### src/verilog/intc_pkg.sv
// Constants and carrier types for the vectored interrupt controller.
// Assumes an 8-bit CPU core on the same clock that owns the stack and PC.
// Operation
// - Each of the fifteen sources has its own enable bit in one of two registers.
// - Writing one to an enable bit enables that source; zero disables it.
// - Global enable flag blocks all requests when clear, passes enabled ones when set.
// - Reset clears both enable registers and the global enable flag.
// - Vector read gives highest-priority enabled pending vector; any vector write clears all pending; a source firing in that same cycle stays set.
// - One pending flip-flop per source, set when the source fires.
// - Pending stays set until serviced, reset, or vector register write.
// - Request reaches CPU only when source enable and global enable are set.
// - Masked-away sole pending still taken; empty vectoring yields vector zero.
// - Acknowledge runs a 13-cycle call pushing PC high, PC low, flags.
// - Flags register cleared after its copy is pushed, blocking further interrupts.
// - Return-from-interrupt restores flags, bringing back the saved global enable.
// - Of several pending sources, lowest priority number is serviced first.
// - Vectors four bytes apart, 0x0004 to 0x003C, in fixed source order.
// - No vector at or above the start of program memory.
// - Servicing loads the PC with the selected source's table address.
// - Both enable registers sit in bank 0 at consecutive addresses.
// - Vector register follows them, eight bits, reads zero after reset.
// - General enables: supply, analog columns 0-3, GPIO, sleep, bit 7 reserved.
// - Digital enables: basic blocks 0-3 in bits 0-3, comm blocks 4-7 above.
`default_nettype none

package intc_pkg;

    localparam int NUM_SRC = 15;

    // Bank 0 register addresses
    localparam logic [7:0] ADDR_GEN_EN = 8'he0;
    localparam logic [7:0] ADDR_DIG_EN = 8'he1;
    localparam logic [7:0] ADDR_VECTOR = 8'he2;

    // Reset values
    localparam logic [7:0] GEN_EN_RST = 8'h00;
    localparam logic [7:0] DIG_EN_RST = 8'h00;
    localparam logic [7:0] FLAGS_RST = 8'h00;

    // Field positions
    localparam int GLOBAL_ENABLE_BIT = 0;
    localparam int GEN_SUPPLY_BIT = 0;
    localparam int GEN_ACOL_LSB = 1;
    localparam int GEN_GPIO_BIT = 5;
    localparam int GEN_SLEEP_BIT = 6;

    // Vector table layout
    localparam logic [7:0] VEC_STRIDE = 8'h04;
    localparam logic [15:0] PROG_START = 16'h0040;

    // Acknowledge call timing, counted from the first call cycle
    localparam logic [3:0] CALL_CYCLES = 4'hd;
    localparam logic [3:0] CALL_LAST = CALL_CYCLES - 4'h1;
    localparam logic [3:0] PUSH_PC_HI = 4'h0;
    localparam logic [3:0] PUSH_PC_LO = 4'h1;
    localparam logic [3:0] PUSH_FLAGS = 4'h2;

    typedef enum logic [1:0] {
        ST_IDLE = 2'b01,
        ST_CALL = 2'b10
    } ack_state_e;

    // Register access from the CPU core
    typedef struct packed {
        logic wr;
        logic rd;
        logic [7:0] addr;
        logic [7:0] wdata;
    } reg_req_s;

    // One byte pushed onto the program stack
    typedef struct packed {
        logic valid;
        logic [7:0] data;
    } stack_push_s;

endpackage

`default_nettype wire

### src/verilog/vectored_intc.sv
// Fifteen-source fixed-priority vectored interrupt controller.
// Assumes the CPU core stalls while ACK_BUSY is high and performs the
// pushes and the PC load that this block strobes; inputs are synchronous.
`timescale 1ns/10ps
`default_nettype none

module vectored_intc (
    input wire logic CLOCK,
    input wire logic RST,
    input wire logic [14:0] SRC_EVENT,
    input wire intc_pkg::reg_req_s REG_REQ,
    output logic [7:0] REG_RDATA,
    input wire logic FLAGS_WR,
    input wire logic [7:0] FLAGS_WDATA,
    input wire logic RETURN_FROM_INTERRUPT,
    input wire logic [7:0] RETURN_FLAGS,
    input wire logic [15:0] PROGRAM_COUNTER_REGISTER,
    input wire logic BOUNDARY,
    output logic IRQ,
    output logic ACK_BUSY,
    output intc_pkg::stack_push_s STACK_PUSH,
    output logic PC_LOAD,
    output logic [15:0] PC_VECTOR,
    output logic [7:0] FLAGS
);

    intc_pkg::ack_state_e state_ff;
    intc_pkg::ack_state_e nxt_state;
    logic [3:0] cnt_ff;
    logic [3:0] nxt_cnt;
    logic [7:0] gen_en_ff;
    logic [7:0] dig_en_ff;
    logic [7:0] flags_ff;
    logic [7:0] nxt_flags;
    logic [14:0] pend_ff;
    logic [14:0] nxt_pend;
    logic [7:0] rdata_ff;
    logic [7:0] nxt_rdata;
    intc_pkg::stack_push_s push_ff;
    intc_pkg::stack_push_s nxt_push;
    logic pc_load_ff;
    logic [15:0] pc_vec_ff;

    // Lowest index wins; zero when nothing is active
    function automatic logic [7:0] vec_of(input logic [14:0] act);
        logic [7:0] v;
        v = 8'h00;
        for (int i = intc_pkg::NUM_SRC - 1; i >= 0; i--) begin
            if (act[i]) begin
                v = intc_pkg::VEC_STRIDE * 8'(i + 1);
            end
        end
        return v;
    endfunction

    // Source order: supply, digital 0-7, analog 0-3, GPIO, sleep
    wire [14:0] en_vec = {gen_en_ff[intc_pkg::GEN_SLEEP_BIT],
                          gen_en_ff[intc_pkg::GEN_GPIO_BIT],
                          gen_en_ff[intc_pkg::GEN_ACOL_LSB +: 4],
                          dig_en_ff,
                          gen_en_ff[intc_pkg::GEN_SUPPLY_BIT]};
    wire [14:0] act = pend_ff & en_vec;
    wire global_enable_flag = flags_ff[intc_pkg::GLOBAL_ENABLE_BIT];
    wire [14:0] win = act & (~act + 15'h0001);
    wire [7:0] vec_now = vec_of(act);

    // Register decode
    wire wr_gen = REG_REQ.wr && (REG_REQ.addr == intc_pkg::ADDR_GEN_EN);
    wire wr_dig = REG_REQ.wr && (REG_REQ.addr == intc_pkg::ADDR_DIG_EN);
    wire wr_vec = REG_REQ.wr && (REG_REQ.addr == intc_pkg::ADDR_VECTOR);
    wire in_idle = (state_ff == intc_pkg::ST_IDLE);
    wire in_call = (state_ff == intc_pkg::ST_CALL);
    wire start = in_idle && IRQ && BOUNDARY;
    wire vec_step = in_call && (cnt_ff == intc_pkg::CALL_LAST);
    // Winner is picked at vectoring, so a mask cleared meanwhile gives zero
    wire [14:0] ack_clr = vec_step ? win : 15'h0000;

    // Request needs both the source enable and the global flag
    assign IRQ = global_enable_flag && (|act);
    assign ACK_BUSY = in_call;
    assign REG_RDATA = rdata_ff;
    assign STACK_PUSH = push_ff;
    assign PC_LOAD = pc_load_ff;
    assign PC_VECTOR = pc_vec_ff;
    assign FLAGS = flags_ff;

    // Pending flops; a new event beats any clear in the same cycle
    genvar g;
    generate
        for (g = 0; g < intc_pkg::NUM_SRC; g++) begin : g_pend
            assign nxt_pend[g] = SRC_EVENT[g] ||
                (pend_ff[g] && !wr_vec && !ack_clr[g]);
            always_ff @(posedge CLOCK) begin
                if (RST) begin
                    pend_ff[g] <= 1'b0;
                end else begin
                    pend_ff[g] <= nxt_pend[g];
                end
            end
        end
    endgenerate

    // Enable registers written by the core
    always_ff @(posedge CLOCK) begin
        if (RST) begin
            gen_en_ff <= intc_pkg::GEN_EN_RST;
            dig_en_ff <= intc_pkg::DIG_EN_RST;
        end else begin
            if (wr_gen) begin
                gen_en_ff <= REG_REQ.wdata;
            end
            if (wr_dig) begin
                dig_en_ff <= REG_REQ.wdata;
            end
        end
    end

    // Read mux; unmapped addresses read zero
    always_comb begin
        nxt_rdata = rdata_ff;
        if (REG_REQ.rd) begin
            case (REG_REQ.addr)
                intc_pkg::ADDR_GEN_EN: nxt_rdata = gen_en_ff;
                intc_pkg::ADDR_DIG_EN: nxt_rdata = dig_en_ff;
                intc_pkg::ADDR_VECTOR: nxt_rdata = vec_now;
                default: nxt_rdata = 8'h00;
            endcase
        end
    end

    always_ff @(posedge CLOCK) begin
        if (RST) begin
            rdata_ff <= 8'h00;
        end else begin
            rdata_ff <= nxt_rdata;
        end
    end

    // Acknowledge sequencer: a fixed-length call the core waits out
    always_comb begin
        nxt_state = state_ff;
        nxt_cnt = cnt_ff;
        case (state_ff)
            intc_pkg::ST_IDLE: begin
                nxt_cnt = 4'h0;
                if (start) begin
                    nxt_state = intc_pkg::ST_CALL;
                end
            end
            intc_pkg::ST_CALL: begin
                nxt_cnt = cnt_ff + 4'h1;
                if (vec_step) begin
                    nxt_state = intc_pkg::ST_IDLE;
                    nxt_cnt = 4'h0;
                end
            end
            default: begin
                nxt_state = intc_pkg::ST_IDLE;
                nxt_cnt = 4'h0;
            end
        endcase
    end

    always_ff @(posedge CLOCK) begin
        if (RST) begin
            state_ff <= intc_pkg::ST_IDLE;
            cnt_ff <= 4'h0;
        end else begin
            state_ff <= nxt_state;
            cnt_ff <= nxt_cnt;
        end
    end

    // Stack pushes: PC high, PC low, then flags
    always_comb begin
        nxt_push = '0;
        if (in_call) begin
            case (cnt_ff)
                intc_pkg::PUSH_PC_HI: nxt_push = {1'b1, PROGRAM_COUNTER_REGISTER[15:8]};
                intc_pkg::PUSH_PC_LO: nxt_push = {1'b1, PROGRAM_COUNTER_REGISTER[7:0]};
                intc_pkg::PUSH_FLAGS: nxt_push = {1'b1, flags_ff};
                default: nxt_push = '0;
            endcase
        end
    end

    // Flags: clearing during the call outranks core writes and returns
    always_comb begin
        nxt_flags = flags_ff;
        if (in_call && cnt_ff == intc_pkg::PUSH_FLAGS) begin
            nxt_flags = 8'h00;
        end else if (RETURN_FROM_INTERRUPT) begin
            nxt_flags = RETURN_FLAGS;
        end else if (FLAGS_WR) begin
            nxt_flags = FLAGS_WDATA;
        end
    end

    always_ff @(posedge CLOCK) begin
        if (RST) begin
            flags_ff <= intc_pkg::FLAGS_RST;
            push_ff <= '0;
        end else begin
            flags_ff <= nxt_flags;
            push_ff <= nxt_push;
        end
    end

    // Vector load at the end of the call; high byte always zero
    always_ff @(posedge CLOCK) begin
        if (RST) begin
            pc_load_ff <= 1'b0;
            pc_vec_ff <= 16'h0000;
        end else begin
            pc_load_ff <= vec_step;
            if (vec_step) begin
                pc_vec_ff <= {8'h00, vec_now};
            end
        end
    end
endmodule // vectored_intc

`default_nettype wire

### config.mk
export PLATFORM = sky130hd
export DESIGN_NAME = vectored_intc
export DESIGN_NICKNAME = d
export VERILOG_FILES = /design/src/verilog/intc_pkg.sv /design/src/verilog/vectored_intc.sv
export SDC_FILE = /design/constraint.sdc
export NUM_CORES = 1
export LEC_CHECK = 0
export BUFFER_PORTS_ARGS = -buffer_cell sky130_fd_sc_hd__buf_2
export CAP_MARGIN = 20
export CORE_MARGIN = 2
export CORE_UTILIZATION = 45
export CTS_CLUSTER_DIAMETER = 60
export CTS_CLUSTER_SIZE = 40
export DETAILED_ROUTE_END_ITERATION = 16
export HOLD_SLACK_MARGIN = 0.03
export PLACE_DENSITY = 0.75
export SLEW_MARGIN = 20
export SYNTH_ARGS = -nofsm -noshare
export SYNTH_HDL_FRONTEND = slang
export SYNTH_SLANG_ARGS = --single-unit
export TNS_END_PERCENT = 5
### constraint.sdc
create_clock -name CLOCK -period 3.7 [get_ports CLOCK]
set_input_delay 0.185 -clock CLOCK [delete_from_list [all_inputs] [get_ports CLOCK]]
set_output_delay 0.185 -clock CLOCK [all_outputs]
set_load 0.1 [all_outputs]
# --- Yosys cells after proc, flatten, opt, wreduce, memory -nomap -nowiden ---
# Index checks and enable logic that the tools add are counted.
totals:
  wordCells: 140
  out_inout_bits: 44
  in_bits: 70
  register_bits: 71
classes:
  reduce_logical: 76
  muxes: 23
  n_eq_ne: 10
  addsub: 2
  bitwise: 4
ops:
  columns: ["cell", "count"]
  rows:
  - ["8-bit two-way mux", 16]
  - ["1-bit logical AND", 38]
  - ["15-bit AND", 2]
  - ["9-bit one-hot mux with 3 select lines", 1]
  - ["8-bit == test, second input constant", 3]
  - ["8-bit one-hot mux with 3 select lines", 1]
  - ["1-bit logical NOT", 16]
  - ["15-bit by 1-bit adder with 15-bit output, second input constant", 1]
  - ["1-bit logical OR", 15]
  - ["15-bit two-way mux", 1]
  - ["15-bit inverter", 1]
  - ["15-bit OR reduction", 1]
  - ["6-bit two-way mux", 1]
  - ["4-bit by 1-bit adder with 4-bit output, second input constant", 1]
  - ["4-bit by 1-bit == test with 1-bit output, second input constant", 1]
  - ["4-bit by 2-bit == test with 1-bit output, second input constant", 1]
  - ["4-bit == test, second input constant", 1]
  - ["4-bit logical NOT", 1]
  - ["2-bit two-way mux", 2]
  - ["2-bit by 1-bit inequality test with 1-bit output, second input constant", 2]
  - ["2-bit one-hot mux with 2 select lines", 1]
  - ["2-bit OR reduction", 2]
  - ["3-bit OR reduction", 1]
  - ["2-bit by 1-bit == test with 1-bit output, second input constant", 1]
  - ["other kinds (4)", 4]

# --- Logic depth before layout (Yosys ltp) ---
logic_depth:
  ltp_word: 17
  ltp_mapped: 8
  ltp_nobuf: 7

# --- Least setup slack after synthesis ---
# OpenSTA, ideal clock, no wires.
synth_path:
  path_kind: "reg-to-output"
  from: "register flags_ff[0], in the netlist FLAGS[0]"
  to: "output IRQ"
  arrival_time_ps: 1795
  n_path_buf: 0
  setup_slack_ps: 1720
  required_ps: 3515
  path_stages_with_launch: 3
  cell_sequence: "dfxtp_1 -> nand2_1 -> inv_1"
synth_via:
  elab_chain_cells: 1
synth_rtl:
  columns: ["element", "line_no", "source"]
  rows:
  - ["from (decl)", "vectored_intc.sv:33", "logic [7:0] flags_ff;"]
  - ["from (signal assigned)", "vectored_intc.sv:201", "flags_ff <= intc_pkg::FLAGS_RST;"]
  - ["from (signal assigned)", "vectored_intc.sv:204", "flags_ff <= nxt_flags;"]
  - ["1-bit logical AND", "vectored_intc.sv:79", "assign IRQ = global_enable_flag && (|act);"]
  - ["to (decl)", "vectored_intc.sv:19", "output logic IRQ,"]
# No other way between the ends.

# --- Final worst setup path ---
layout_path:
  from: "register gen_en_ff[0]"
  to: "output IRQ"
layout_via:
  elab_chain_cells: 3
layout_rtl:
  columns: ["element", "line_no", "source"]
  rows:
  - ["from (decl)", "vectored_intc.sv:31", "logic [7:0] gen_en_ff;"]
  - ["from (signal assigned)", "vectored_intc.sv:106", "gen_en_ff <= intc_pkg::GEN_EN_RST;"]
  - ["from (signal assigned)", "vectored_intc.sv:110", "gen_en_ff <= REG_REQ.wdata;"]
  - ["15-bit AND", "vectored_intc.sv:62", "wire [14:0] act = pend_ff & en_vec;"]
  - ["15-bit OR reduction", "vectored_intc.sv:79", null]
  - ["1-bit logical AND", "vectored_intc.sv:79", null]
# No other way between the ends.

==> summary.md <==
| Metric | Value |
|---|---|
| Cells along the critical path | a222oi_1, and3_1, nand4_1, nand2_1, inv_1, buf_2 |
| Cts hold-fix bufs | 0 |
| Worst-margin pin slew | 1040 ps |
| Final net count | 528 |
| Crit-path slowest cell | a222oi_1 |
| Setup Buffers After CTS | 0 |
| RSZ-0062 raised after global routing | no |
| Crit Path Class | register to output pin |
| Arrival time worst endpoint | 2390 ps |
| GRT Util Overall | 21.8% |
| Crit-path max FO | 10 |
| Status | complete, no violations |
| Yosys warnings | 0 |
| Top post-synthesis cells by area | dfxtp_1 42%, nor2_1 7.9%, mux2i_1 7.6% |
| Post-synth top flop | dfxtp_1 |
| IO Pins | 114 |
| Largest net degree at the start of global routing | 51 |
| Top cell type's share of synthesized area | 42.3% |
| Die footprint | 7730 um2 |
| Mapped Avg Cell Area | 8.75 um2 |
| Port Buffer Count | 101 |
| Post-Syn Area | 3170 um2 |
| Worst Clk Skew | 10.0 ps |
| Avg WL per Cell | 14.9 um |
| Async S/R FF share, synth | 0% |
| Post-Synth Adder-Cell Area | 1.58% |
| CP bufs+invs | 2 |
| Setup Viol. Count Final | 0 |
| Total power | 1570 uW |
| Power density cells | 407 nW/um2 |
| Vias per inst | 5.42 |
| Clock transition at path regs | 70 ps |
| First-pass GRT wire length | 13.2 mm |
| Synth Instances | 362 |
| Rows | 30 |
| Die Wd | 87.9 um |
| Met2 wire length | 3.98 mm |
| CP required | 3510 ps |
| Core Box Area | 6790 um2 |
| Leakage power | 0.00176 uW |
| Inserted Clock Buffers | 9 |
| Initial core utilization | 46.6% |
| Slew Limit Headroom | 30.1% |
| Final min period | 2580 ps |
| Simple-gate share of the synthesized area | 21.1% |
| Antenna Nets Post-Route | 0 |
| Register Area | 1340 um2 |
| TritonCTS clock tree | built |
| H-Tree Depth | 3 |
| Synth Area in Compound Gates | 18.0% |
| Max-cap violations | 0 |
| Fmax | 388 MHz |
| CTS-repair resized insts | 0 |
| Share of layout cells above drive strength 1 | 28.8% |
| Top Metal Used | met4 |
| Fin crit share | 69.6% |
| Layout area overhead | 21.8% |
| Bufs on Longest Clock Path | 2 |
| Synth Area in XOR/XNOR | 0.553% |
| EDFF count, synth | 0 |
| Fillers | 599 |
| Crit path largest cell delay | 560 ps |
| WL final | 8.29 mm |
| CP startpoint kind | register |
| Mux contribution to synthesized area | 10.1% |
| Most frequent cells in the layout | 101 x buf_2, 67 x dfxtp_1, 67 x nor2_1 |
| Vias | 3008 |
| Max IR drop VDD | 0.000208 V |
| Detailed-route DRC error count | 0 |
| Synthesis-stage register bit count | 67 |
| Main combinational cell family by area after synthesis | simple AND/OR/NAND/NOR gates |
| Clock latency on the worst-skew pair | 340 ps |
| Root Driver | clkbuf_8 |
| GRT overflow | 0 |
| Worst hold path type | primary input to register |
| Vias in the first global route | 2756 |
| Final Hold Fails | 0 |
| Post-synthesis sequential area ratio | 42.3% |
| Cell taking the most area after synthesis | dfxtp_1 |
| Detailed Place HPWL | 6.22 mm |
| Delay-heaviest family, CP | simple AND/OR/NAND/NOR gates |
| Setup_tns | 0 ps |
| Fin. max-slew vios | 0 |
| Antenna violations before repair | 0 |
| CP Capture Type | output pin |
| DR iter-0 viols | 265 |
| Met3 WL | 667 um |
| Wl on met1 | 3.49 mm |
| Die Y | 87.9 um |
| Commonest non-fill, non-tap cell in the layout | buf_2 |
| Diodes inserted | 0 |
| Sink Count | 67 |
| Final GP Congestion | 0.889 |
| Yosys cell types | 50 |
| Multi-input logic area | 1670 um2 |
| Drt pass-1 iters | 7 |
worst register-to-register path: cells and delay by family (launching register included):
kind                       cells  cell delay [ps]
buffers and inverters          1              100
adders and majority gates      1              180
DFF                            1              360
AOI/OAI and AO/OA              1              250
and+or+nand+nor                4             1180
kinds of logic (layout without fill, tap and decap cells):
kind of cell | Yosys count | in the layout
simple gates | 142 | 142
compound gates | 77 | 77
flops | 67 | 67
buf+inv | 38 | 124
mux | 31 | 31
fa+ha+maj | 4 | 4
xor+xnor | 2 | 2
other cells | 1 | 12
layout make-up:
type,instances,area share (%)
timing repair buffer,101,13.1
inverter,7,0.681
clock buffer,12,3.76
tap,96,3.11
clock inverter,4,1.30
sequential,67,34.8
multi-input combinational,268,43.3
worst paths after layout:
kind / endpoint / slack [ps] / from / depth (start not counted)
worst max-delay path: IRQ / 1120 / gen_en_ff[0] / 6
worst min-delay path: pend_ff[3] / 50 / SRC_EVENT[3] / 3
worst max register to register: pend_ff[2] / 1510 / cnt_ff[0] / 7
worst min register to register: state_ff[1] / 470 / state_ff[1] / 1
Yosys cell counts (2+ instances only):
cell	number
a22oi_1	7
a22o_1	3
and2_1	6
a222oi_1	10
o21bai_1	2
mux2i_1	24
nand2_1	28
o21ai_0	3
buf_2	2
clkbuf_1	16
inv_1	7
a31oi_1	18
ha_1	4
nor2_1	67
nand2b_1	6
a21oi_1	13
nand3_1	10
mux2_2	7
and3_1	6
a32oi_1	2
a311oi_1	2
buf_4	12
nand4_1	10
a21boi_0	2
a21o_1	2
dfxtp_1	67
nand3b_1	3
metal layers:
| layer | up-vias | GRT usage [%] |
|---|---|---|
| li1 | 1474 | - |
| met1 | 1368 | 26.8 |
| met2 | 148 | 35.5 |
| met3 | 18 | 6.97 |
| met4 | 0 | 8.25 |
| met5 | - | 0 |
power by group:
group | total, uW | switching, uW | leakage (uW) | internal [uW]
clock | 604 | 275 | 0.0000926 | 329
combinational | 208 | 154 | 0.00112 | 54.1
sequential | 757 | 17.6 | 0.000547 | 740
sequential cells by signal (all words and copies together), names as in the netlist:
register	cells
FLAGS	8
PC_LOAD	1
PC_VECTOR	4
REG_RDATA	8
STACK_PUSH	9
cnt_ff	4
dig_en_ff	8
gen_en_ff	8
pend_ff	15
state_ff	2
stage by stage:
step,instance area [um2],hold WS (ps),setup slack (ps),std cells,util (%)
after global routing,3860,39.5,967,555,56.8
after floorplan,3210,303,1720,373,-
final,3860,49.0,1120,555,56.8
after CTS,3860,39.7,1100,555,56.8
after detailed placement,3660,397,1470,539,53.9
after global placement,3660,390,1560,539,53.9
(Power assumes the default switching activity.)
